`config.mk`:
```
export PLATFORM = sky130hd
export DESIGN_NAME = lane_power_and_marker_input_ctl
export DESIGN_NICKNAME = d
export VERILOG_FILES = /design/src/logic/lane_ctl_pkg.sv /design/src/logic/lane_power_and_marker_input_ctl.sv
export SDC_FILE = /design/constraint.sdc
export NUM_CORES = 1
export LEC_CHECK = 0
export ABC_CLOCK_PERIOD_IN_PS = 3100
export BUFFER_PORTS_ARGS = -buffer_cell sky130_fd_sc_hd__buf_2
export CAP_MARGIN = 0
export CORE_MARGIN = 1
export CORE_UTILIZATION = 50
export CTS_CLUSTER_SIZE = 24
export DETAILED_ROUTE_END_ITERATION = 6
export PLACE_DENSITY = 0.75
export SLEW_MARGIN = 15
export SYNTH_ARGS = -nofsm -noshare
export SYNTH_HDL_FRONTEND = slang
export SYNTH_SLANG_ARGS = --single-unit
```
`constraint.sdc`:
```
create_clock -name clk -period 3.1 [get_ports clk]
set_input_delay 0.31 -clock clk [delete_from_list [all_inputs] [get_ports clk]]
set_output_delay 0.31 -clock clk [all_outputs]
set_load 0.01 [all_outputs]
```
`src/logic/lane_ctl_pkg.sv`:
```
/*
 lane_ctl_pkg: register map, reset values and field layout for the lane power and marker input control.
 assumes a 32-bit AXI4-Lite register bus and one 250 MHz clock.
*/
`default_nettype none
package lane_ctl_pkg;
	localparam int          LANES        = 8;
	localparam int          MODE_W       = 8;
	localparam int          FMT_W        = 5;
	localparam int          CNT_W        = 16;
	localparam int          FMT0_LANES   = 4;
	localparam logic [11:0] CTRL_ADDR    = 12'h000;
	localparam logic [11:0] MODE_ADDR    = 12'h004;
	localparam logic [11:0] FMT_ADDR     = 12'h008;
	localparam logic [11:0] STATUS_ADDR  = 12'h00C;
	localparam logic [11:0] MARKCNT_ADDR = 12'h010;
	localparam logic [7:0]  MODE_NORM0   = 8'h00;
	localparam logic [7:0]  MODE_NORM1   = 8'h01;
	localparam logic [7:0]  MODE_RST     = 8'h00;
	localparam logic [4:0]  FMT_RST      = 5'h00;
	localparam logic [1:0]  RESP_OKAY    = 2'b00;
	localparam logic [1:0]  RESP_SLVERR  = 2'b10;

	// control register, bit 7 downward
	typedef struct packed {
		logic keep_b;
		logic keep_a;
		logic ch_b_off;
		logic ch_a_off;
		logic dc_term_en;
		logic rx_en;
		logic sync_sel;
		logic mark_en;
	} ctrl_t;

	localparam ctrl_t CTRL_RST = '0;

	// merge one write byte under its strobe
	function automatic logic [7:0] merge_byte(input logic [7:0] old, input logic [7:0] wd, input logic strb);
		merge_byte = strb ? wd : old;
	endfunction

	// lanes of one link used by a link format
	function automatic logic [LANES-1:0] used_lanes(input logic [FMT_W-1:0] fmt);
		logic [LANES-1:0] m;
		m = '1;
		if (fmt == FMT_RST) begin
			m = '0;
			m[FMT0_LANES-1:0] = '1;
		end
		used_lanes = m;
	endfunction
endpackage
`default_nettype wire

```
`src/logic/lane_power_and_marker_input_ctl.sv`:
```
/*
 lane_power_and_marker_input_ctl: marker input use, link sync source and serializer lane power.
 assumes pins synchronous to clk, an AXI4-Lite master keeping one write and one read at most in flight.
*/
// Behaviour
// RQ1: mark enable tags sample on marker assertion
// RQ2: sync select takes sync from marker pair
// RQ3: marker may serve as mark and sync
// RQ4: sync request on marker pair is active low
// RQ5: software enables marker receiver before use
// RQ6: power-down pin turns off all lanes
// RQ7: non-normal operating mode turns off all lanes
// RQ8: channel power-off kills channel and its lanes
// RQ9: format-unused lanes are powered down
// RQ10: keep-alive keeps unused lanes powered and toggling
// RQ11: power-down pin and modes only briefly
// RQ12: sync select 0 uses single-ended low sync
// RQ13: lane on only if no source turns off
`timescale 1ns/1ns
`default_nettype none
module lane_power_and_marker_input_ctl
	import lane_ctl_pkg::*;
(
	input  wire logic             clk,
	input  wire logic             sys_rst,
	input  wire logic             marker_input_pos,
	input  wire logic             marker_input_neg,
	input  wire logic             single_ended_sync_pin_n,
	input  wire logic             power_down_pin,
	output logic                  sample_mark_r,
	output logic                  link_sync_req_n_r,
	output logic                  marker_dc_termination_enable_r,
	output logic                  chan_a_on_r,
	output logic                  chan_b_on_r,
	output logic [LANES-1:0]      lane_on_a_r,
	output logic [LANES-1:0]      lane_on_b_r,
	output logic [LANES-1:0]      lane_fill_a_r,
	output logic [LANES-1:0]      lane_fill_b_r,
	input  wire logic [11:0]      s_axi_awaddr,
	input  wire logic             s_axi_awvalid,
	output logic                  s_axi_awready,
	input  wire logic [31:0]      s_axi_wdata,
	input  wire logic [3:0]       s_axi_wstrb,
	input  wire logic             s_axi_wvalid,
	output logic                  s_axi_wready,
	output logic [1:0]            s_axi_bresp,
	output logic                  s_axi_bvalid,
	input  wire logic             s_axi_bready,
	input  wire logic [11:0]      s_axi_araddr,
	input  wire logic             s_axi_arvalid,
	output logic                  s_axi_arready,
	output logic [31:0]           s_axi_rdata,
	output logic [1:0]            s_axi_rresp,
	output logic                  s_axi_rvalid,
	input  wire logic             s_axi_rready
);
	ctrl_t              ctrl_r;
	logic [MODE_W-1:0]  mode_r;
	logic [FMT_W-1:0]   fmt_r;
	logic [CNT_W-1:0]   mark_cnt_r;
	logic [11:0]        waddr_r;
	logic [31:0]        wdata_r;
	logic [3:0]         wstrb_r;
	logic               aw_got_r;
	logic               w_got_r;
	logic               marker_q_r;
	logic               aw_hs;
	logic               w_hs;
	logic               do_write;
	logic [11:0]        wa;
	logic [31:0]        wd;
	logic [3:0]         ws;
	logic               marker_hi;
	logic               marker_lo;
	logic               all_off;
	logic [LANES-1:0]   used;
	logic [31:0]        rd_nxt;

	// write path: address and data taken in either order, applied once both are in
	assign aw_hs    = s_axi_awvalid & s_axi_awready;
	assign w_hs     = s_axi_wvalid & s_axi_wready;
	assign do_write = (aw_got_r | aw_hs) & (w_got_r | w_hs);
	assign wa       = aw_got_r ? waddr_r : s_axi_awaddr;
	assign wd       = w_got_r ? wdata_r : s_axi_wdata;
	assign ws       = w_got_r ? wstrb_r : s_axi_wstrb;

	always_ff @(posedge clk or posedge sys_rst) begin
		if (sys_rst) begin
			s_axi_awready <= 1'b1;
			aw_got_r      <= 1'b0;
			waddr_r       <= '0;
		end else begin
			if (aw_hs) begin
				s_axi_awready <= 1'b0;
				waddr_r       <= s_axi_awaddr;
			end else if (s_axi_bvalid & s_axi_bready) begin
				s_axi_awready <= 1'b1;
			end
			aw_got_r <= do_write ? 1'b0 : (aw_got_r | aw_hs);
		end
	end

	always_ff @(posedge clk or posedge sys_rst) begin
		if (sys_rst) begin
			s_axi_wready <= 1'b1;
			w_got_r      <= 1'b0;
			wdata_r      <= '0;
			wstrb_r      <= '0;
		end else begin
			if (w_hs) begin
				s_axi_wready <= 1'b0;
				wdata_r      <= s_axi_wdata;
				wstrb_r      <= s_axi_wstrb;
			end else if (s_axi_bvalid & s_axi_bready) begin
				s_axi_wready <= 1'b1;
			end
			w_got_r <= do_write ? 1'b0 : (w_got_r | w_hs);
		end
	end

	always_ff @(posedge clk or posedge sys_rst) begin
		if (sys_rst) begin
			s_axi_bvalid <= 1'b0;
			s_axi_bresp  <= RESP_OKAY;
		end else if (do_write) begin
			s_axi_bvalid <= 1'b1;
			s_axi_bresp  <= (wa == CTRL_ADDR || wa == MODE_ADDR || wa == FMT_ADDR) ? RESP_OKAY : RESP_SLVERR;
		end else if (s_axi_bready) begin
			s_axi_bvalid <= 1'b0;
		end
	end

	// only the low byte of control and mode, and the low five bits of format, are writable; status and mark count are read-only
	always_ff @(posedge clk or posedge sys_rst) begin
		if (sys_rst) begin
			ctrl_r <= CTRL_RST;
			mode_r <= MODE_RST;
			fmt_r  <= FMT_RST;
		end else if (do_write) begin
			if (wa == CTRL_ADDR)
				ctrl_r <= ctrl_t'(merge_byte(ctrl_r, wd[7:0], ws[0]));
			if (wa == MODE_ADDR)
				mode_r <= merge_byte(mode_r, wd[7:0], ws[0]);
			if (wa == FMT_ADDR)
				fmt_r <= FMT_W'(merge_byte({3'h0, fmt_r}, wd[7:0], ws[0]));
		end
	end

	// read path
	always_comb begin
		rd_nxt = '0;
		unique case (s_axi_araddr)
			CTRL_ADDR:    rd_nxt[7:0] = ctrl_r;
			MODE_ADDR:    rd_nxt[7:0] = mode_r;
			FMT_ADDR:     rd_nxt[FMT_W-1:0] = fmt_r;
			STATUS_ADDR:  rd_nxt[17:0] = {all_off, link_sync_req_n_r, lane_on_b_r, lane_on_a_r};
			MARKCNT_ADDR: rd_nxt[CNT_W-1:0] = mark_cnt_r;
			default:      rd_nxt = '0;
		endcase
	end

	always_ff @(posedge clk or posedge sys_rst) begin
		if (sys_rst) begin
			s_axi_arready <= 1'b1;
			s_axi_rvalid  <= 1'b0;
			s_axi_rdata   <= '0;
			s_axi_rresp   <= RESP_OKAY;
		end else if (s_axi_arvalid & s_axi_arready) begin
			s_axi_arready <= 1'b0;
			s_axi_rvalid  <= 1'b1;
			s_axi_rdata   <= rd_nxt;
			s_axi_rresp   <= (s_axi_araddr <= MARKCNT_ADDR && s_axi_araddr[1:0] == 2'b00) ? RESP_OKAY : RESP_SLVERR;
		end else if (s_axi_rvalid & s_axi_rready) begin
			s_axi_arready <= 1'b1;
			s_axi_rvalid  <= 1'b0;
		end
	end

	// marker pair is dead unless software enabled its receiver first
	assign marker_hi = ctrl_r.rx_en & marker_input_pos & ~marker_input_neg; // see RQ5
	assign marker_lo = ctrl_r.rx_en & ~marker_input_pos & marker_input_neg;

	// marking runs whatever the sync source, so one pair can do both jobs
	always_ff @(posedge clk or posedge sys_rst) begin
		if (sys_rst) begin
			marker_q_r    <= 1'b0;
			sample_mark_r <= 1'b0;
			mark_cnt_r    <= '0;
		end else begin
			marker_q_r    <= marker_hi;
			sample_mark_r <= ctrl_r.mark_en & marker_hi & ~marker_q_r; // see RQ1 see RQ3
			if (ctrl_r.mark_en & marker_hi & ~marker_q_r)
				mark_cnt_r <= mark_cnt_r + 1'b1;
		end
	end

	always_ff @(posedge clk or posedge sys_rst) begin
		if (sys_rst) begin
			link_sync_req_n_r              <= 1'b1;
			marker_dc_termination_enable_r <= 1'b0;
		end else begin
			if (ctrl_r.sync_sel)
				link_sync_req_n_r <= ~marker_lo; // see RQ2 see RQ4
			else
				link_sync_req_n_r <= single_ended_sync_pin_n; // see RQ12
			marker_dc_termination_enable_r <= ctrl_r.dc_term_en;
		end
	end

	// lane power: any off source wins; keep-alive only rescues format-unused lanes
	assign all_off = power_down_pin | (mode_r != MODE_NORM0 && mode_r != MODE_NORM1); // see RQ6 see RQ7
	assign used    = used_lanes(fmt_r); // see RQ9

	always_ff @(posedge clk or posedge sys_rst) begin
		if (sys_rst) begin
			lane_on_a_r   <= '0;
			lane_on_b_r   <= '0;
			lane_fill_a_r <= '0;
			lane_fill_b_r <= '0;
			chan_a_on_r   <= 1'b0;
			chan_b_on_r   <= 1'b0;
		end else begin
			lane_on_a_r   <= (all_off | ctrl_r.ch_a_off) ? '0 : (used | {LANES{ctrl_r.keep_a}}); // see RQ8 see RQ10 see RQ13
			lane_on_b_r   <= (all_off | ctrl_r.ch_b_off) ? '0 : (used | {LANES{ctrl_r.keep_b}}); // see RQ8 see RQ10 see RQ13
			lane_fill_a_r <= (all_off | ctrl_r.ch_a_off | ~ctrl_r.keep_a) ? '0 : ~used; // see RQ10
			lane_fill_b_r <= (all_off | ctrl_r.ch_b_off | ~ctrl_r.keep_b) ? '0 : ~used; // see RQ10
			chan_a_on_r   <= ~ctrl_r.ch_a_off; // see RQ8
			chan_b_on_r   <= ~ctrl_r.ch_b_off; // see RQ8
		end
	end
endmodule
`default_nettype wire

```
== Word level (Yosys, flattened, before mapping) ==
Index checks and enable logic that the tools add are counted.
Operators by class
  bitwise operators: 30
  $add $sub $neg: 1
  magnitude comparators: 1
  eq/ne operators: 7
  multiplexer cells: 26
  reductions and logical operators: 16
Operator list (count)
  $mux 8: 6
  $eq 12x4->1 const B: 3
  $pmux 5 s5: 1
  $eq 12x3->1 const B: 2
  $logic_not 12->1: 2
  $add 16x1->16 const B: 1
  $or 8x8->8: 2
  $pmux 8 s2: 1
  $mux 1: 13
  $and 1x1->1: 12
  $eq 12x5->1 const B: 1
  $le 12x5->1 const B: 1
  $mux 12: 1
  $pmux 3 s4: 1
  $reduce_and 3->1: 3
  $ne 8x1->1 const B: 1
  $not 1->1: 8
  $not 8->8: 1
  $reduce_bool 2->1: 4
  $reduce_bool 8->1: 1
  $or 1x1->1: 7
  $mux 2: 3
  $logic_not 5->1: 1
  $logic_and 1x1->1: 2
  2 further kinds: 3
Word-level totals
  bits of input ports: 71
  logic and storage cells: 115
  bits in registers: 125
  output and inout port bits: 78

== Depth between registers and ports, before layout ==
Gate-level depths: netlist of the first run.
  word-level depth: 6
  depth in mapped cells: 6
  mapped depth without buffers: 5

== Least setup slack after synthesis of the first run ==
No wires, ideal clock.
  path kind: reg-to-reg
  start: register aw_got_r
  end: register ctrl_r[0] in the netlist's numbering
  setup time: 0.125 ns
  setup slack: 0.898 ns
  data arrival time: 2.077 ns
  cell stages (with the launch flop): 6
  path buffers: 1
  cell sequence: dfrtp_1 -> buf_4 -> or4_1 -> o22a_2 -> a2111oi_4 -> mux2_2
On the way
  cells in the longest elaborated chain, start to end: 3
  elaborated cells between the ends (all ways): 5
  classes of those cells: mux (1); bitwise (2); reduce/logical (2)
Ends and longest elaborated chain
  start: declaration: RTL line lane_power_and_marker_input_ctl.sv:64  | logic aw_got_r;
  start signal: assignment: RTL line lane_power_and_marker_input_ctl.sv:99  | aw_got_r <= do_write ? 1'b0 : (aw_got_r | aw_hs);
  $mux 12 / $or 1x1->1 (equally long branches): RTL line lane_power_and_marker_input_ctl.sv:83, lane_power_and_marker_input_ctl.sv:82
  $logic_not 12->1 / $and 1x1->1 (equally long branches): RTL line lane_power_and_marker_input_ctl.sv:140, lane_power_and_marker_input_ctl.sv:82
  $reduce_and 3->1 (no line) (*)
  end signal: assignment: RTL line lane_power_and_marker_input_ctl.sv:141  | ctrl_r <= ctrl_t'(merge_byte(ctrl_r, wd[7:0], ws[0]));
  end: declaration: RTL line lane_power_and_marker_input_ctl.sv:57  | ctrl_t ctrl_r;
Mark *: on every way between the ends. The rest lies on a longest branch, timed or not.
A chain may end at the register's enable or synchronous reset.

== Final worst setup path of the first run ==
  start: register aw_got_r
  end: register ctrl_r[6] in the netlist's numbering
The elaborated chain is that of the path after synthesis.

==> flow_summary.html, run 1 <==
<table>
<tr><th>Metric</th><th>Value</th></tr>
<tr><th colspan="2">Final layout</th></tr>
<tr><td>Ant diodes</td><td>0</td></tr>
<tr><td>Area growth from synthesis to final layout</td><td>11.82%</td></tr>
<tr><td>Share of final-layout standard cells stronger than drive strength 1</td><td>0.3682</td></tr>
<tr><td>Number of filler instances in the final layout</td><td>between 700 and 800</td></tr>
<tr><td>Number of nets at the end of the flow</td><td>about 560</td></tr>
<tr><td>Final cell utilization of the core</td><td>0.5765</td></tr>
<tr><td>Count of non-filler cells in the finished layout</td><td>between 600 and 700</td></tr>
<tr><th colspan="2">Synth</th></tr>
<tr><td>Top cell types by occurrence after synthesis</td><td>93 x sky130_fd_sc_hd__dfrtp_1, 55 x sky130_fd_sc_hd__mux2_2, 43 x sky130_fd_sc_hd__buf_4, 32 x sky130_fd_sc_hd__nand2_1, 18 x sky130_fd_sc_hd__a21oi_1</td></tr>
<tr><td>Mux contribution to synthesized area</td><td>0.1499</td></tr>
<tr><td>Share of synthesized area occupied by flip-flops and latches</td><td>0.5131</td></tr>
<tr><td>Synthesized instance count</td><td>roughly 400</td></tr>
<tr><td>Combinational family with the most area after synthesis</td><td>multiplexers</td></tr>
<tr><td>Leading post-synthesis cells by cell area</td><td>sky130_fd_sc_hd__dfrtp_1 49%, sky130_fd_sc_hd__mux2_2 13%, sky130_fd_sc_hd__buf_4 6.8%</td></tr>
<tr><td>Library cell with the largest summed area after synthesis</td><td>sky130_fd_sc_hd__dfrtp_1</td></tr>
<tr><td>Area share of the largest cell type after synthesis</td><td>0.4909</td></tr>
<tr><td>Area fraction in compound gates after synthesis</td><td>0.09026</td></tr>
<tr><td>Number of different library cells in the post-synthesis netlist</td><td>51</td></tr>
<tr><td>Cell Area, Synth</td><td>between 4000 and 5000 um2</td></tr>
<tr><td>Leading register cell type out of synthesis</td><td>sky130_fd_sc_hd__dfrtp_1</td></tr>
<tr><td>Number of enable flip-flop cells after synthesis</td><td>0</td></tr>
<tr><td>Post-synthesis adder-cell area fraction</td><td>0.002639</td></tr>
<tr><td>Cell with the most instances after synthesis</td><td>sky130_fd_sc_hd__dfrtp_1</td></tr>
<tr><td>Syn Area/Cell</td><td>around 12 um2</td></tr>
<tr><td>Synthesis Warnings</td><td>0</td></tr>
<tr><td>Post-synthesis share of cell area spent on xor and xnor gates</td><td>0.02771</td></tr>
<tr><td>Basic-gate share of the synthesized area counting and, or, nand and nor cells</td><td>0.1317</td></tr>
<tr><td>Number of synthesized register bits</td><td>just under 100</td></tr>
<tr><td>Fraction of registers with async set or reset after synthesis</td><td>1.000</td></tr>
<tr><th colspan="2">Floorplan</th></tr>
<tr><td>Height of the die</td><td>~100 um</td></tr>
<tr><td>Initial standard-cell utilization of the core</td><td>0.5155</td></tr>
<tr><td>Die Footprint</td><td>between 9000 and 10000 um2</td></tr>
<tr><td>IO Pins</td><td>149</td></tr>
<tr><td>Cell Rows</td><td>35</td></tr>
<tr><td>Core region area</td><td>about 9000 um2</td></tr>
<tr><td>Horizontal die dimension</td><td>about 100 um</td></tr>
<tr><th colspan="2">Worst setup path</th></tr>
<tr><td>WP data arrival</td><td>2770 ps</td></tr>
<tr><td>FF-to-FF End</td><td>ctrl_r[6]</td></tr>
<tr><td>Startpoint type of the worst setup path</td><td>register</td></tr>
<tr><td>Setup slack on the worst flop-to-flop path</td><td>~570 ps</td></tr>
<tr><td>Required time of the critical path</td><td>3340 ps</td></tr>
<tr><td>Reg-to-reg startpoint</td><td>aw_got_r</td></tr>
<tr><td>Logic depth of the worst register-to-register path</td><td>4</td></tr>
<tr><td>Worst setup path class</td><td>register to register</td></tr>
<tr><td>Peak fanout along the critical path</td><td>10</td></tr>
<tr><td>Type of destination of the critical path</td><td>register</td></tr>
<tr><th colspan="2">Placed design</th></tr>
<tr><td>Placed wire-length estimate</td><td>7062 um</td></tr>
<tr><td>Final Wtd Congestion</td><td>0.7740</td></tr>
<tr><td>Total instance count after detailed placement</td><td>just under 600</td></tr>
<tr><td>Buffers added on ports</td><td>97</td></tr>
<tr><th colspan="2">Clock network</th></tr>
<tr><td>H-tree levels</td><td>3</td></tr>
<tr><td>Clk Latency, worst-skew pair</td><td>360 ps</td></tr>
<tr><td>CTS Hold Buffers Added</td><td>0</td></tr>
<tr><td>Cell at the root of the clock tree</td><td>sky130_fd_sc_hd__clkbuf_8</td></tr>
<tr><td>CTS sink cnt</td><td>between 90 and 100</td></tr>
<tr><td>Cts repair resizes</td><td>0</td></tr>
<tr><td>Total clock buffers created by CTS</td><td>9</td></tr>
<tr><td>Clock tree from TritonCTS</td><td>built</td></tr>
<tr><td>CTS Buffer Depth</td><td>2</td></tr>
<tr><td>Clock-pin slew on the worst setup and hold paths</td><td>approximately 100 ps</td></tr>
<tr><td>Post-CTS setup buffer count</td><td>0</td></tr>
<tr><th colspan="2">Global route</th></tr>
<tr><td>Largest net degree at the start of global routing</td><td>55</td></tr>
<tr><td>Via count of the first global-routing pass</td><td>about 3200</td></tr>
<tr><td>Antenna violations before repair</td><td>0</td></tr>
<tr><td>Overflow after GRT</td><td>0</td></tr>
<tr><td>First-pass GRT wire length</td><td>15660 um</td></tr>
<tr><td>Combined global-route utilization of all metal layers</td><td>0.2033</td></tr>
<tr><th colspan="2">STA</th></tr>
<tr><td>Final Skew</td><td>approximately 16 ps</td></tr>
<tr><td>RSZ-0062 raised after global routing</td><td>false</td></tr>
<tr><td>Setup total negative slack</td><td>0 ps</td></tr>
<tr><td>Rel. slew slack</td><td>0.3050</td></tr>
<tr><td>Hold violation count in the final report</td><td>0</td></tr>
<tr><td>Timing-limited maximum frequency</td><td>about 0.39 GHz</td></tr>
<tr><td>Final Max Tran Viols</td><td>0</td></tr>
<tr><td>Worst hold slack</td><td>approximately 47 ps</td></tr>
<tr><td>Final Cycle Share</td><td>0.8168</td></tr>
<tr><td>Min cycle time layout</td><td>between 2000 and 3000 ps</td></tr>
<tr><td>Transition time at the pin with the least slew margin</td><td>1033 ps</td></tr>
<tr><td># setup viols final</td><td>0</td></tr>
<tr><th colspan="2">Power</th></tr>
<tr><td>Maximum resistive drop on vdd</td><td>~0.45 mV</td></tr>
<tr><td>Pwr/cell area</td><td>around 570 nW/um2</td></tr>
<tr><td>Leakage Power</td><td>about 2.6 nW</td></tr>
<tr><th colspan="2">Route</th></tr>
<tr><td>DR vias</td><td>between 3000 and 4000</td></tr>
<tr><td>Initial DRC count</td><td>between 150 and 200</td></tr>
<tr><td>DR pass1 iterations</td><td>4</td></tr>
<tr><td>Wire length reported by the detailed router</td><td>approximately 9500 um</td></tr>
<tr><td>Routed length per placed instance</td><td>between 15 and 20 um</td></tr>
<tr><td>DRC</td><td>0</td></tr>
<tr><td>Number of routed nets with antenna violations</td><td>0</td></tr>
<tr><td>Number of vias per cell</td><td>~5.5</td></tr>
<tr><th colspan="2">Status</th></tr>
<tr><td>Status</td><td>finished, final reports clean</td></tr>
<tr><th colspan="2">Worst hold path</th></tr>
<tr><td>Classification of the worst-slack hold path</td><td>input port to asynchronous set/reset pin</td></tr>
<tr><th colspan="2">Run</th></tr>
<tr><td>Count of max-cap constraint violations</td><td>0</td></tr>
</table>
[metal layers]
metal	global-route usage	vias to the layer above	wire length [um]
met5	0	-	0
met4	0.06448	0	126
met3	0.03092	11	380
met2	0.3381	99	4569
met1	0.2757	1652	4403
li1	-	1574	-
[how the worst max path moves through the flow]
stage	depth (start not counted)	endpoint	startpoint
floorplan	1	aw_got_r	sys_rst
global placement	4	ctrl_r[3]	aw_got_r
detailed placement	4	ctrl_r[0]	aw_got_r
CTS	4	ctrl_r[7]	aw_got_r
global route	4	ctrl_r[4]	aw_got_r
finish	4	ctrl_r[6]	aw_got_r
[final cells by class]
cell class	instances	area, um2	area share
well taps	111	138.9	0.02620
flip-flops and latches	97	2432	0.4588
multi-input cells	275	1997	0.3767
repair buffers	100	520.5	0.09818
inverters	9	35.03	0.006608
clock inverters	6	50.05	0.009441
clock buffers	10	127.6	0.02407
[placed cells by master (no fill, tap or decap), types with 6 or more instances in the layout]
cell type | synthesis | layout
sky130_fd_sc_hd__inv_1 | 9 | 8
sky130_fd_sc_hd__clkbuf_8 | 0 | 9
sky130_fd_sc_hd__nand3_1 | 8 | 8
sky130_fd_sc_hd__mux2_2 | 55 | 55
sky130_fd_sc_hd__xnor2_1 | 13 | 13
sky130_fd_sc_hd__dfrtp_1 | 93 | 93
sky130_fd_sc_hd__and3_1 | 7 | 7
sky130_fd_sc_hd__nor2_1 | 17 | 17
sky130_fd_sc_hd__nor3_1 | 10 | 10
sky130_fd_sc_hd__o21ai_0 | 9 | 9
sky130_fd_sc_hd__a21oi_1 | 18 | 18
sky130_fd_sc_hd__conb_1 | 1 | 24
sky130_fd_sc_hd__nand2_1 | 32 | 32
sky130_fd_sc_hd__nor4_1 | 6 | 6
sky130_fd_sc_hd__buf_2 | 0 | 97
sky130_fd_sc_hd__mux2i_1 | 8 | 8
[critical path, stage by stage (launching register included)]
cell	delay, ps
sky130_fd_sc_hd__dfrtp_1	540
sky130_fd_sc_hd__or4b_1	460
sky130_fd_sc_hd__o22a_2	300
sky130_fd_sc_hd__a2111oi_4	710
sky130_fd_sc_hd__mux2_2	410
[kinds of logic after synthesis]
kind of cell	Yosys count
fa+ha+maj	1
xor+xnor	15
other cells	1
simple gates	115
compound gates	56
buf+inv	63
flops	97
mux	64
[registers in the layout (all words and copies together), names as in the netlist, 2 cells and up]
register	cells
mark_cnt_r	16
ctrl_r	8
lane_on_b_r	2
lane_on_a_r	2
s_axi_rdata	18
fmt_r	5
wdata_r	8
waddr_r	12
mode_r	8
[metrics by stage]
stage                     area (um2)  total power (W)  setup WS (ps)
after CTS                       5301         0.003056          556.2
after global placement          5124         0.002267          625.5
final                           5301         0.003037          567.8
after global routing            5301         0.003212          437.9
after floorplan                 4827         0.002112          262.9
after detailed placement        5124         0.002307          610.7
[power by group]
part | switching [W] | internal (W) | total [W]
combinational | 0.000321 | 0.000320 | 0.000641
sequential | 0.000151 | 0.00149 | 0.00164
clock | 0.000456 | 0.000302 | 0.000759
Power figures use the tool's default switching activity.
==> run 2: changes to the inputs <==
--- a/config.mk
+++ b/config.mk
@@ -5,14 +5,14 @@
 export SDC_FILE = /design/constraint.sdc
 export NUM_CORES = 1
 export LEC_CHECK = 0
-export ABC_CLOCK_PERIOD_IN_PS = 3100
+export ABC_CLOCK_PERIOD_IN_PS = 2320
 export BUFFER_PORTS_ARGS = -buffer_cell sky130_fd_sc_hd__buf_2
 export CAP_MARGIN = 0
 export CORE_MARGIN = 1
-export CORE_UTILIZATION = 50
+export CORE_UTILIZATION = 46
 export CTS_CLUSTER_SIZE = 24
 export DETAILED_ROUTE_END_ITERATION = 6
-export PLACE_DENSITY = 0.75
+export PLACE_DENSITY = 0.73
 export SLEW_MARGIN = 15
 export SYNTH_ARGS = -nofsm -noshare
 export SYNTH_HDL_FRONTEND = slang
==> constraint.sdc (replaced) <==
create_clock -name clk -period 2.32 [get_ports clk]
set_input_delay 0.232 -clock clk [delete_from_list [all_inputs] [get_ports clk]]
set_output_delay 0.232 -clock clk [all_outputs]
set_load 0.01 [all_outputs]
==> run 2 against run 1 <==
  * The flow now finishes with violations (negative hold slack)
  * Maximum frequency rose by 15%
  * Core utilization fell by 2.6 points
  * Worst hold slack got worse by 67 ps
  * Sequential power rose by 31%
  * Wire length rose by 2.9%
  * Die area rose by 8.5%
  * Flip-flop and latch count did not move
  * Non-clock buffer count rose by 9
  * Critical endpoint is now mode_r[0]
  * Largest cell class unchanged
==> flow_summary.html, run 2 (synthesis results as in run 1) <==
<table>
<tr><th>Metric</th><th>Value</th></tr>
<tr><th colspan="2">Power</th></tr>
<tr><td>Leakage Power</td><td>~2.6 nW</td></tr>
<tr><td>Maximum resistive drop on vdd</td><td>between 0.4 and 0.5 mV</td></tr>
<tr><td>Pwr/cell area</td><td>around 780 nW/um2</td></tr>
<tr><th colspan="2">Final layout</th></tr>
<tr><td>Leading cell type in the layout, fill and taps excluded</td><td>sky130_fd_sc_hd__buf_2</td></tr>
<tr><td>Flip-flop count of the largest register after layout</td><td>18</td></tr>
<tr><td>Share of final-layout standard cells stronger than drive strength 1</td><td>0.3794</td></tr>
<tr><td>Register with the most flip-flops</td><td>s_axi_rdata</td></tr>
<tr><td>Number of nets at the end of the flow</td><td>about 570</td></tr>
<tr><td>Final cell utilization of the core</td><td>0.5502</td></tr>
<tr><td>Number of filler instances in the final layout</td><td>approximately 890</td></tr>
<tr><td>Area growth from synthesis to final layout</td><td>14.49%</td></tr>
<tr><td>Commonest non-fill, non-tap cells in the layout</td><td>97 x sky130_fd_sc_hd__buf_2, 93 x sky130_fd_sc_hd__dfrtp_1, 55 x sky130_fd_sc_hd__mux2_2</td></tr>
<tr><td>Area used by multi-input combinational logic</td><td>~2000 um2</td></tr>
<tr><td>Biggest regs</td><td>s_axi_rdata (18), mark_cnt_r (16), waddr_r (12)</td></tr>
<tr><td>Register area</td><td>approximately 2400 um2</td></tr>
<tr><td>Ant diodes</td><td>0</td></tr>
<tr><th colspan="2">Clock network</th></tr>
<tr><td>Clk Latency, worst-skew pair</td><td>approximately 370 ps</td></tr>
<tr><td>Cts repair resizes</td><td>0</td></tr>
<tr><td>Post-CTS setup buffer count</td><td>0</td></tr>
<tr><td>H-tree levels</td><td>3</td></tr>
<tr><td>CTS sink cnt</td><td>97</td></tr>
<tr><td>Cell at the root of the clock tree</td><td>sky130_fd_sc_hd__clkbuf_8</td></tr>
<tr><td>CTS Buffer Depth</td><td>2</td></tr>
<tr><td>Clock tree from TritonCTS</td><td>built</td></tr>
<tr><td>Clock-pin slew on the worst setup and hold paths</td><td>90 ps</td></tr>
<tr><td>CTS Hold Buffers Added</td><td>0</td></tr>
<tr><td>Total clock buffers created by CTS</td><td>9</td></tr>
<tr><th colspan="2">Route</th></tr>
<tr><td>Initial DRC count</td><td>roughly 180</td></tr>
<tr><td>Routed length per placed instance</td><td>between 15 and 20 um</td></tr>
<tr><td>Uppermost metal layer occupied by signal nets</td><td>met4</td></tr>
<tr><td>Post-route met1 wirelength</td><td>4391 um</td></tr>
<tr><td>DR vias</td><td>approximately 3400</td></tr>
<tr><td>Wire length reported by the detailed router</td><td>a little under 10000 um</td></tr>
<tr><td>Wire length on met2</td><td>between 4000 and 5000 um</td></tr>
<tr><td>Number of routed nets with antenna violations</td><td>0</td></tr>
<tr><td>Met3 wire len</td><td>just under 500 um</td></tr>
<tr><td>DRC</td><td>0</td></tr>
<tr><td>Number of vias per cell</td><td>approximately 5.3</td></tr>
<tr><td>DR pass1 iterations</td><td>4</td></tr>
<tr><th colspan="2">Run</th></tr>
<tr><td>Count of max-cap constraint violations</td><td>0</td></tr>
<tr><th colspan="2">Placed design</th></tr>
<tr><td>Placed wire-length estimate</td><td>7375 um</td></tr>
<tr><td>Buffers added on ports</td><td>97</td></tr>
<tr><td>Final Wtd Congestion</td><td>around 0.8</td></tr>
<tr><td>Worst-case setup slack after placement</td><td>between 90 and 100 ps</td></tr>
<tr><th colspan="2">STA</th></tr>
<tr><td>Worst hold slack</td><td>-19.52 ps</td></tr>
<tr><td># setup viols final</td><td>0</td></tr>
<tr><td>Hold violation count in the final report</td><td>17</td></tr>
<tr><td>RSZ-0062 raised after global routing</td><td>false</td></tr>
<tr><td>PnR worst setup slack</td><td>113.2 ps</td></tr>
<tr><td>Final Max Tran Viols</td><td>0</td></tr>
<tr><td>Final Cycle Share</td><td>0.9512</td></tr>
<tr><td>Transition time at the pin with the least slew margin</td><td>roughly 760 ps</td></tr>
<tr><td>Min cycle time layout</td><td>2207 ps</td></tr>
<tr><td>Setup total negative slack</td><td>0 ps</td></tr>
<tr><td>Rel. slew slack</td><td>0.4935</td></tr>
<tr><td>Timing-limited maximum frequency</td><td>0.4531 GHz</td></tr>
<tr><td>Final Skew</td><td>around 12 ps</td></tr>
<tr><th colspan="2">Floorplan</th></tr>
<tr><td>Cell Rows</td><td>36</td></tr>
<tr><td>Height of the die</td><td>103.5 um</td></tr>
<tr><td>IO Pins</td><td>149</td></tr>
<tr><td>Core region area</td><td>9864 um2</td></tr>
<tr><td>Initial standard-cell utilization of the core</td><td>0.4806</td></tr>
<tr><td>Die Footprint</td><td>approximately 11000 um2</td></tr>
<tr><td>Horizontal die dimension</td><td>between 100 and 150 um</td></tr>
<tr><th colspan="2">Worst setup path</th></tr>
<tr><td>Peak fanout along the critical path</td><td>8</td></tr>
<tr><td>Worst setup path class</td><td>register to register</td></tr>
<tr><td>Worst setup path startpoint</td><td>aw_got_r</td></tr>
<tr><td>Type of destination of the critical path</td><td>register</td></tr>
<tr><td>Slowest cell on the critical path</td><td>sky130_fd_sc_hd__or4b_1</td></tr>
<tr><td>WP data arrival</td><td>2460 ps</td></tr>
<tr><td>Startpoint type of the worst setup path</td><td>register</td></tr>
<tr><td>Setup slack on the worst flop-to-flop path</td><td>110 ps</td></tr>
<tr><td>Reg-to-reg startpoint</td><td>aw_got_r</td></tr>
<tr><td>Series of cell instances along the critical path</td><td>or4b_1, o22a_2, a2111oi_4, buf_4, mux2_2</td></tr>
<tr><td>Required time of the critical path</td><td>2570 ps</td></tr>
<tr><td>Critical Path Max Stage Delay</td><td>approximately 450 ps</td></tr>
<tr><th colspan="2">Global route</th></tr>
<tr><td>Combined global-route utilization of all metal layers</td><td>0.1933</td></tr>
<tr><td>Overflow after GRT</td><td>0</td></tr>
<tr><td>Largest net degree at the start of global routing</td><td>41</td></tr>
<tr><td>Antenna violations before repair</td><td>0</td></tr>
<tr><td>First-pass GRT wire length</td><td>around 17000 um</td></tr>
<tr><td>Via count of the first global-routing pass</td><td>between 3000 and 4000</td></tr>
<tr><th colspan="2">Status</th></tr>
<tr><td>Failing checks</td><td>negative hold slack</td></tr>
<tr><td>Status</td><td>finished, violations left</td></tr>
<tr><th colspan="2">Worst hold path</th></tr>
<tr><td>Classification of the worst-slack hold path</td><td>input port to asynchronous set/reset pin</td></tr>
</table>
-- run 2: per-stage QoR --
step / hold WS, ps / power, W / cell area [um2] / std cells
finish: -19.52 / 0.004215 / 5428 / 639
global placement: 393.3 / 0.003060 / 5221 / 623
global route: 7.085 / 0.004439 / 5428 / 639
CTS: 4.542 / 0.004256 / 5428 / 639
floorplan: 290.3 / 0.002823 / 4831 / 435
detailed placement: 406.1 / 0.003115 / 5221 / 623
-- run 2: final cells by class --
cell class,count,area share
clock buffers,12,0.02858
repair buffers,109,0.1083
inverters,9,0.006916
clock inverters,4,0.009451
flip-flops and latches,97,0.4481
multi-input cells,275,0.3679
well taps,133,0.03066
-- run 2: worst paths after layout --
path / to / depth (start not counted)
setup / recovery: mode_r[0] / 5
hold / removal: chan_a_on_r / 2
setup reg to reg: mode_r[0] / 5
hold reg to reg: marker_dc_termination_enable_r / 0
max in group asynchronous: s_axi_arready / 3
min in group clk: s_axi_arready / 2
-- run 2: critical path: cells and delay by family (launching register included) --
family	cells	cell delay [ps]
multiplexers	1	340
AND/OR/NAND/NOR	1	450
buffers and inverters	1	230
AO/OA/AOI/OAI	2	630
flip-flops	1	440
-- run 2: per-layer routing --
metal | track usage | up-vias
met4 | 0.07039 | 0
met1 | 0.2547 | 1653
met2 | 0.3140 | 111
met5 | 0 | -
met3 | 0.04216 | 11
li1 | - | 1585
-- run 2: where the power goes --
part / internal [W] / switching, W
Combinational: 0.000448 / 0.000471
Sequential: 0.00199 / 0.000167
Clock: 0.000560 / 0.000581
==> run 3: changes to the inputs <==
--- a/config.mk
+++ b/config.mk
@@ -13,6 +13,7 @@
 export CTS_CLUSTER_SIZE = 24
 export DETAILED_ROUTE_END_ITERATION = 6
 export PLACE_DENSITY = 0.73
+export SETUP_SLACK_MARGIN = 0.3
 export SLEW_MARGIN = 15
 export SYNTH_ARGS = -nofsm -noshare
 export SYNTH_HDL_FRONTEND = slang
==> run 3 against run 2 <==
  * Clock power rose by 8%
  * Worst hold slack improved by 17 ps
  * Maximum frequency grew 3.4%
  * Critical endpoint is now ctrl_r[7]
  * The run still ends with negative hold slack left
  * Die area unchanged
  * Sequential power about the same
  * Wire length down 0.59%
  * Highest routed layer unchanged
==> flow_summary.html, run 3 (synthesis results as in run 1) <==
<table>
<tr><th>Metric</th><th>Value</th></tr>
<tr><th colspan="2">Status</th></tr>
<tr><td>Status</td><td>finished, violations left</td></tr>
<tr><td>Failing checks</td><td>negative hold slack</td></tr>
<tr><th colspan="2">Final layout</th></tr>
<tr><td>Flip-flop count of the largest register after layout</td><td>18</td></tr>
<tr><td>Final cell utilization of the core</td><td>0.5638</td></tr>
<tr><td>Biggest regs</td><td>s_axi_rdata (18), mark_cnt_r (16), waddr_r (12)</td></tr>
<tr><td>Area growth from synthesis to final layout</td><td>17.31%</td></tr>
<tr><td>Count of non-filler cells in the finished layout</td><td>640</td></tr>
<tr><td>Commonest non-fill, non-tap cells in the layout</td><td>97 x sky130_fd_sc_hd__buf_2, 92 x sky130_fd_sc_hd__dfrtp_1, 41 x sky130_fd_sc_hd__mux2_2</td></tr>
<tr><td>Register with the most flip-flops</td><td>s_axi_rdata</td></tr>
<tr><td>Register area</td><td>roughly 2400 um2</td></tr>
<tr><td>Share of final-layout standard cells stronger than drive strength 1</td><td>0.3925</td></tr>
<tr><td>Area used by multi-input combinational logic</td><td>between 2000 and 2500 um2</td></tr>
<tr><td>Number of filler instances in the final layout</td><td>839</td></tr>
<tr><td>Ant diodes</td><td>0</td></tr>
<tr><td>Leading cell type in the layout, fill and taps excluded</td><td>sky130_fd_sc_hd__buf_2</td></tr>
<tr><td>Number of nets at the end of the flow</td><td>574</td></tr>
<tr><th colspan="2">STA</th></tr>
<tr><td>Hold violation count in the final report</td><td>3</td></tr>
<tr><td>RSZ-0062 raised after global routing</td><td>true</td></tr>
<tr><td>Final Skew</td><td>approximately 7.7 ps</td></tr>
<tr><td>Min cycle time layout</td><td>between 2000 and 2500 ps</td></tr>
<tr><td>Final Max Tran Viols</td><td>0</td></tr>
<tr><td>Transition time at the pin with the least slew margin</td><td>around 640 ps</td></tr>
<tr><td>Setup total negative slack</td><td>0 ps</td></tr>
<tr><td>Final Cycle Share</td><td>0.9202</td></tr>
<tr><td>Rel. slew slack</td><td>0.5633</td></tr>
<tr><td># setup viols final</td><td>0</td></tr>
<tr><td>Worst hold slack</td><td>-2.751 ps</td></tr>
<tr><td>Timing-limited maximum frequency</td><td>0.4684 GHz</td></tr>
<tr><th colspan="2">Global route</th></tr>
<tr><td>First-pass GRT wire length</td><td>16220 um</td></tr>
<tr><td>Antenna violations before repair</td><td>0</td></tr>
<tr><td>Via count of the first global-routing pass</td><td>3299</td></tr>
<tr><td>Largest net degree at the start of global routing</td><td>98</td></tr>
<tr><td>Overflow after GRT</td><td>0</td></tr>
<tr><td>Combined global-route utilization of all metal layers</td><td>0.1904</td></tr>
<tr><th colspan="2">Floorplan</th></tr>
<tr><td>Initial standard-cell utilization of the core</td><td>0.4806</td></tr>
<tr><td>IO Pins</td><td>roughly 150</td></tr>
<tr><td>Cell Rows</td><td>36</td></tr>
<tr><td>Horizontal die dimension</td><td>103.5 um</td></tr>
<tr><td>Core region area</td><td>9864 um2</td></tr>
<tr><td>Die Footprint</td><td>10720 um2</td></tr>
<tr><td>Height of the die</td><td>103.5 um</td></tr>
<tr><th colspan="2">Clock network</th></tr>
<tr><td>Clk Latency, worst-skew pair</td><td>370 ps</td></tr>
<tr><td>CTS sink cnt</td><td>97</td></tr>
<tr><td>CTS Hold Buffers Added</td><td>0</td></tr>
<tr><td>Clock tree from TritonCTS</td><td>built</td></tr>
<tr><td>Cell at the root of the clock tree</td><td>sky130_fd_sc_hd__clkbuf_8</td></tr>
<tr><td>H-tree levels</td><td>3</td></tr>
<tr><td>Total clock buffers created by CTS</td><td>9</td></tr>
<tr><td>Clock-pin slew on the worst setup and hold paths</td><td>around 90 ps</td></tr>
<tr><td>CTS Buffer Depth</td><td>2</td></tr>
<tr><th colspan="2">Worst setup path</th></tr>
<tr><td>Logic depth of the worst register-to-register path</td><td>5</td></tr>
<tr><td>Type of destination of the critical path</td><td>register</td></tr>
<tr><td>Peak fanout along the critical path</td><td>8</td></tr>
<tr><td>Startpoint type of the worst setup path</td><td>register</td></tr>
<tr><td>Series of cell instances along the critical path</td><td>or4b_4, o22a_4, a2111oi_4, buf_12, mux2_2</td></tr>
<tr><td>Setup slack on the worst flop-to-flop path</td><td>190 ps</td></tr>
<tr><td>FF-to-FF End</td><td>ctrl_r[7]</td></tr>
<tr><td>Required time of the critical path</td><td>approximately 2600 ps</td></tr>
<tr><td>Reg-to-reg startpoint</td><td>aw_got_r</td></tr>
<tr><td>Worst setup path class</td><td>register to register</td></tr>
<tr><td>Critical Path Max Stage Delay</td><td>480 ps</td></tr>
<tr><td>Slowest cell on the critical path</td><td>sky130_fd_sc_hd__or4b_4</td></tr>
<tr><td>WP data arrival</td><td>roughly 2400 ps</td></tr>
<tr><th colspan="2">Worst hold path</th></tr>
<tr><td>Classification of the worst-slack hold path</td><td>input port to asynchronous set/reset pin</td></tr>
<tr><th colspan="2">Route</th></tr>
<tr><td>DR vias</td><td>between 3000 and 4000</td></tr>
<tr><td>Wire length reported by the detailed router</td><td>about 9700 um</td></tr>
<tr><td>Routed length per placed instance</td><td>15.14 um</td></tr>
<tr><td>Initial DRC count</td><td>around 120</td></tr>
<tr><td>Number of routed nets with antenna violations</td><td>0</td></tr>
<tr><td>Number of vias per cell</td><td>roughly 5.3</td></tr>
<tr><td>DR pass1 iterations</td><td>4</td></tr>
<tr><td>DRC</td><td>0</td></tr>
<tr><th colspan="2">Placed design</th></tr>
<tr><td>Total instance count after detailed placement</td><td>a little over 600</td></tr>
<tr><td>Final Wtd Congestion</td><td>between 0.8 and 0.9</td></tr>
<tr><td>Placed wire-length estimate</td><td>7094 um</td></tr>
<tr><td>Buffers added on ports</td><td>between 90 and 100</td></tr>
<tr><th colspan="2">Power</th></tr>
<tr><td>Power Total</td><td>around 0.0043 W</td></tr>
<tr><td>Maximum resistive drop on vdd</td><td>~0.52 mV</td></tr>
<tr><td>Leakage Power</td><td>between 2 and 3 nW</td></tr>
<tr><td>Pwr/cell area</td><td>around 780 nW/um2</td></tr>
<tr><th colspan="2">Run</th></tr>
<tr><td>Count of max-cap constraint violations</td><td>0</td></tr>
</table>
## run 3: cell types whose count changed in the layout (fill, tap and decap cells not counted), moves of 2 or more
cell                       previous run  this run
sky130_fd_sc_hd__mux2_4               0        14
sky130_fd_sc_hd__buf_12               1         3
sky130_fd_sc_hd__mux2_2              55        41
sky130_fd_sc_hd__clkbuf_8            11         9
sky130_fd_sc_hd__buf_4               11         9
## run 3: worst max-delay path: cells and delay by family, from the launching register on
family | cells | cell delay (ps)
compound gates | 2 | 560
flops | 1 | 460
buf+inv | 1 | 190
mux | 1 | 340
simple gates | 1 | 480
## run 3: worst max-delay path by stage
stage               slack, ps  startpoint         to  cells after the start
CTS                       190    aw_got_r  ctrl_r[2]                      5
floorplan                 150    aw_got_r  ctrl_r[6]                      5
finish                    190    aw_got_r  ctrl_r[7]                      5
global route              100    aw_got_r  ctrl_r[2]                      5
detailed placement         50    aw_got_r  ctrl_r[7]                      5
global placement          170    aw_got_r  mode_r[7]                      5
## run 3: report_power, final
part	switching [W]	total [W]	internal (W)
Clock	0.000613	0.00123	0.000616
Sequential	0.000178	0.00217	0.00199
Combinational	0.000459	0.000924	0.000465
## run 3: layer usage
layer | wire [um] | share of wire | global-route usage | up-vias
met2 | 4784 | 0.49 | 0.3073 | 125
met1 | 4162 | 0.43 | 0.2554 | 1646
met5 | 0 | 0 | 0 | -
li1 | - | - | - | 1587
met3 | 582 | 0.060 | 0.03335 | 15
met4 | 162 | 0.017 | 0.07557 | 0
## run 3: final cells by class
cell class              instances  area share
repair buffers                110      0.1123
clock inverters                 7     0.01822
inverters                       9    0.006749
clock buffers                   9     0.02227
flip-flops and latches         97      0.4376
multi-input cells             275      0.3730
well taps                     133     0.02992
## run 3: repair_timing
item | CTS | global route
gates resized for setup | 3 | 7
buffers inserted | 3 | 0
hold endpoints to repair | 0 | 0
setup endpoints to repair | 21 | 21
## run 3: metrics by stage
stage / setup WS [ps] / area, um2
6_report: 185.0 / 5562
5_1_grt: 97.60 / 5562
4_1_cts: 192.2 / 5534
3_5_place_dp: 47.17 / 5276
3_3_place_gp: 172.5 / 5276
2_1_floorplan: 149.5 / 4880
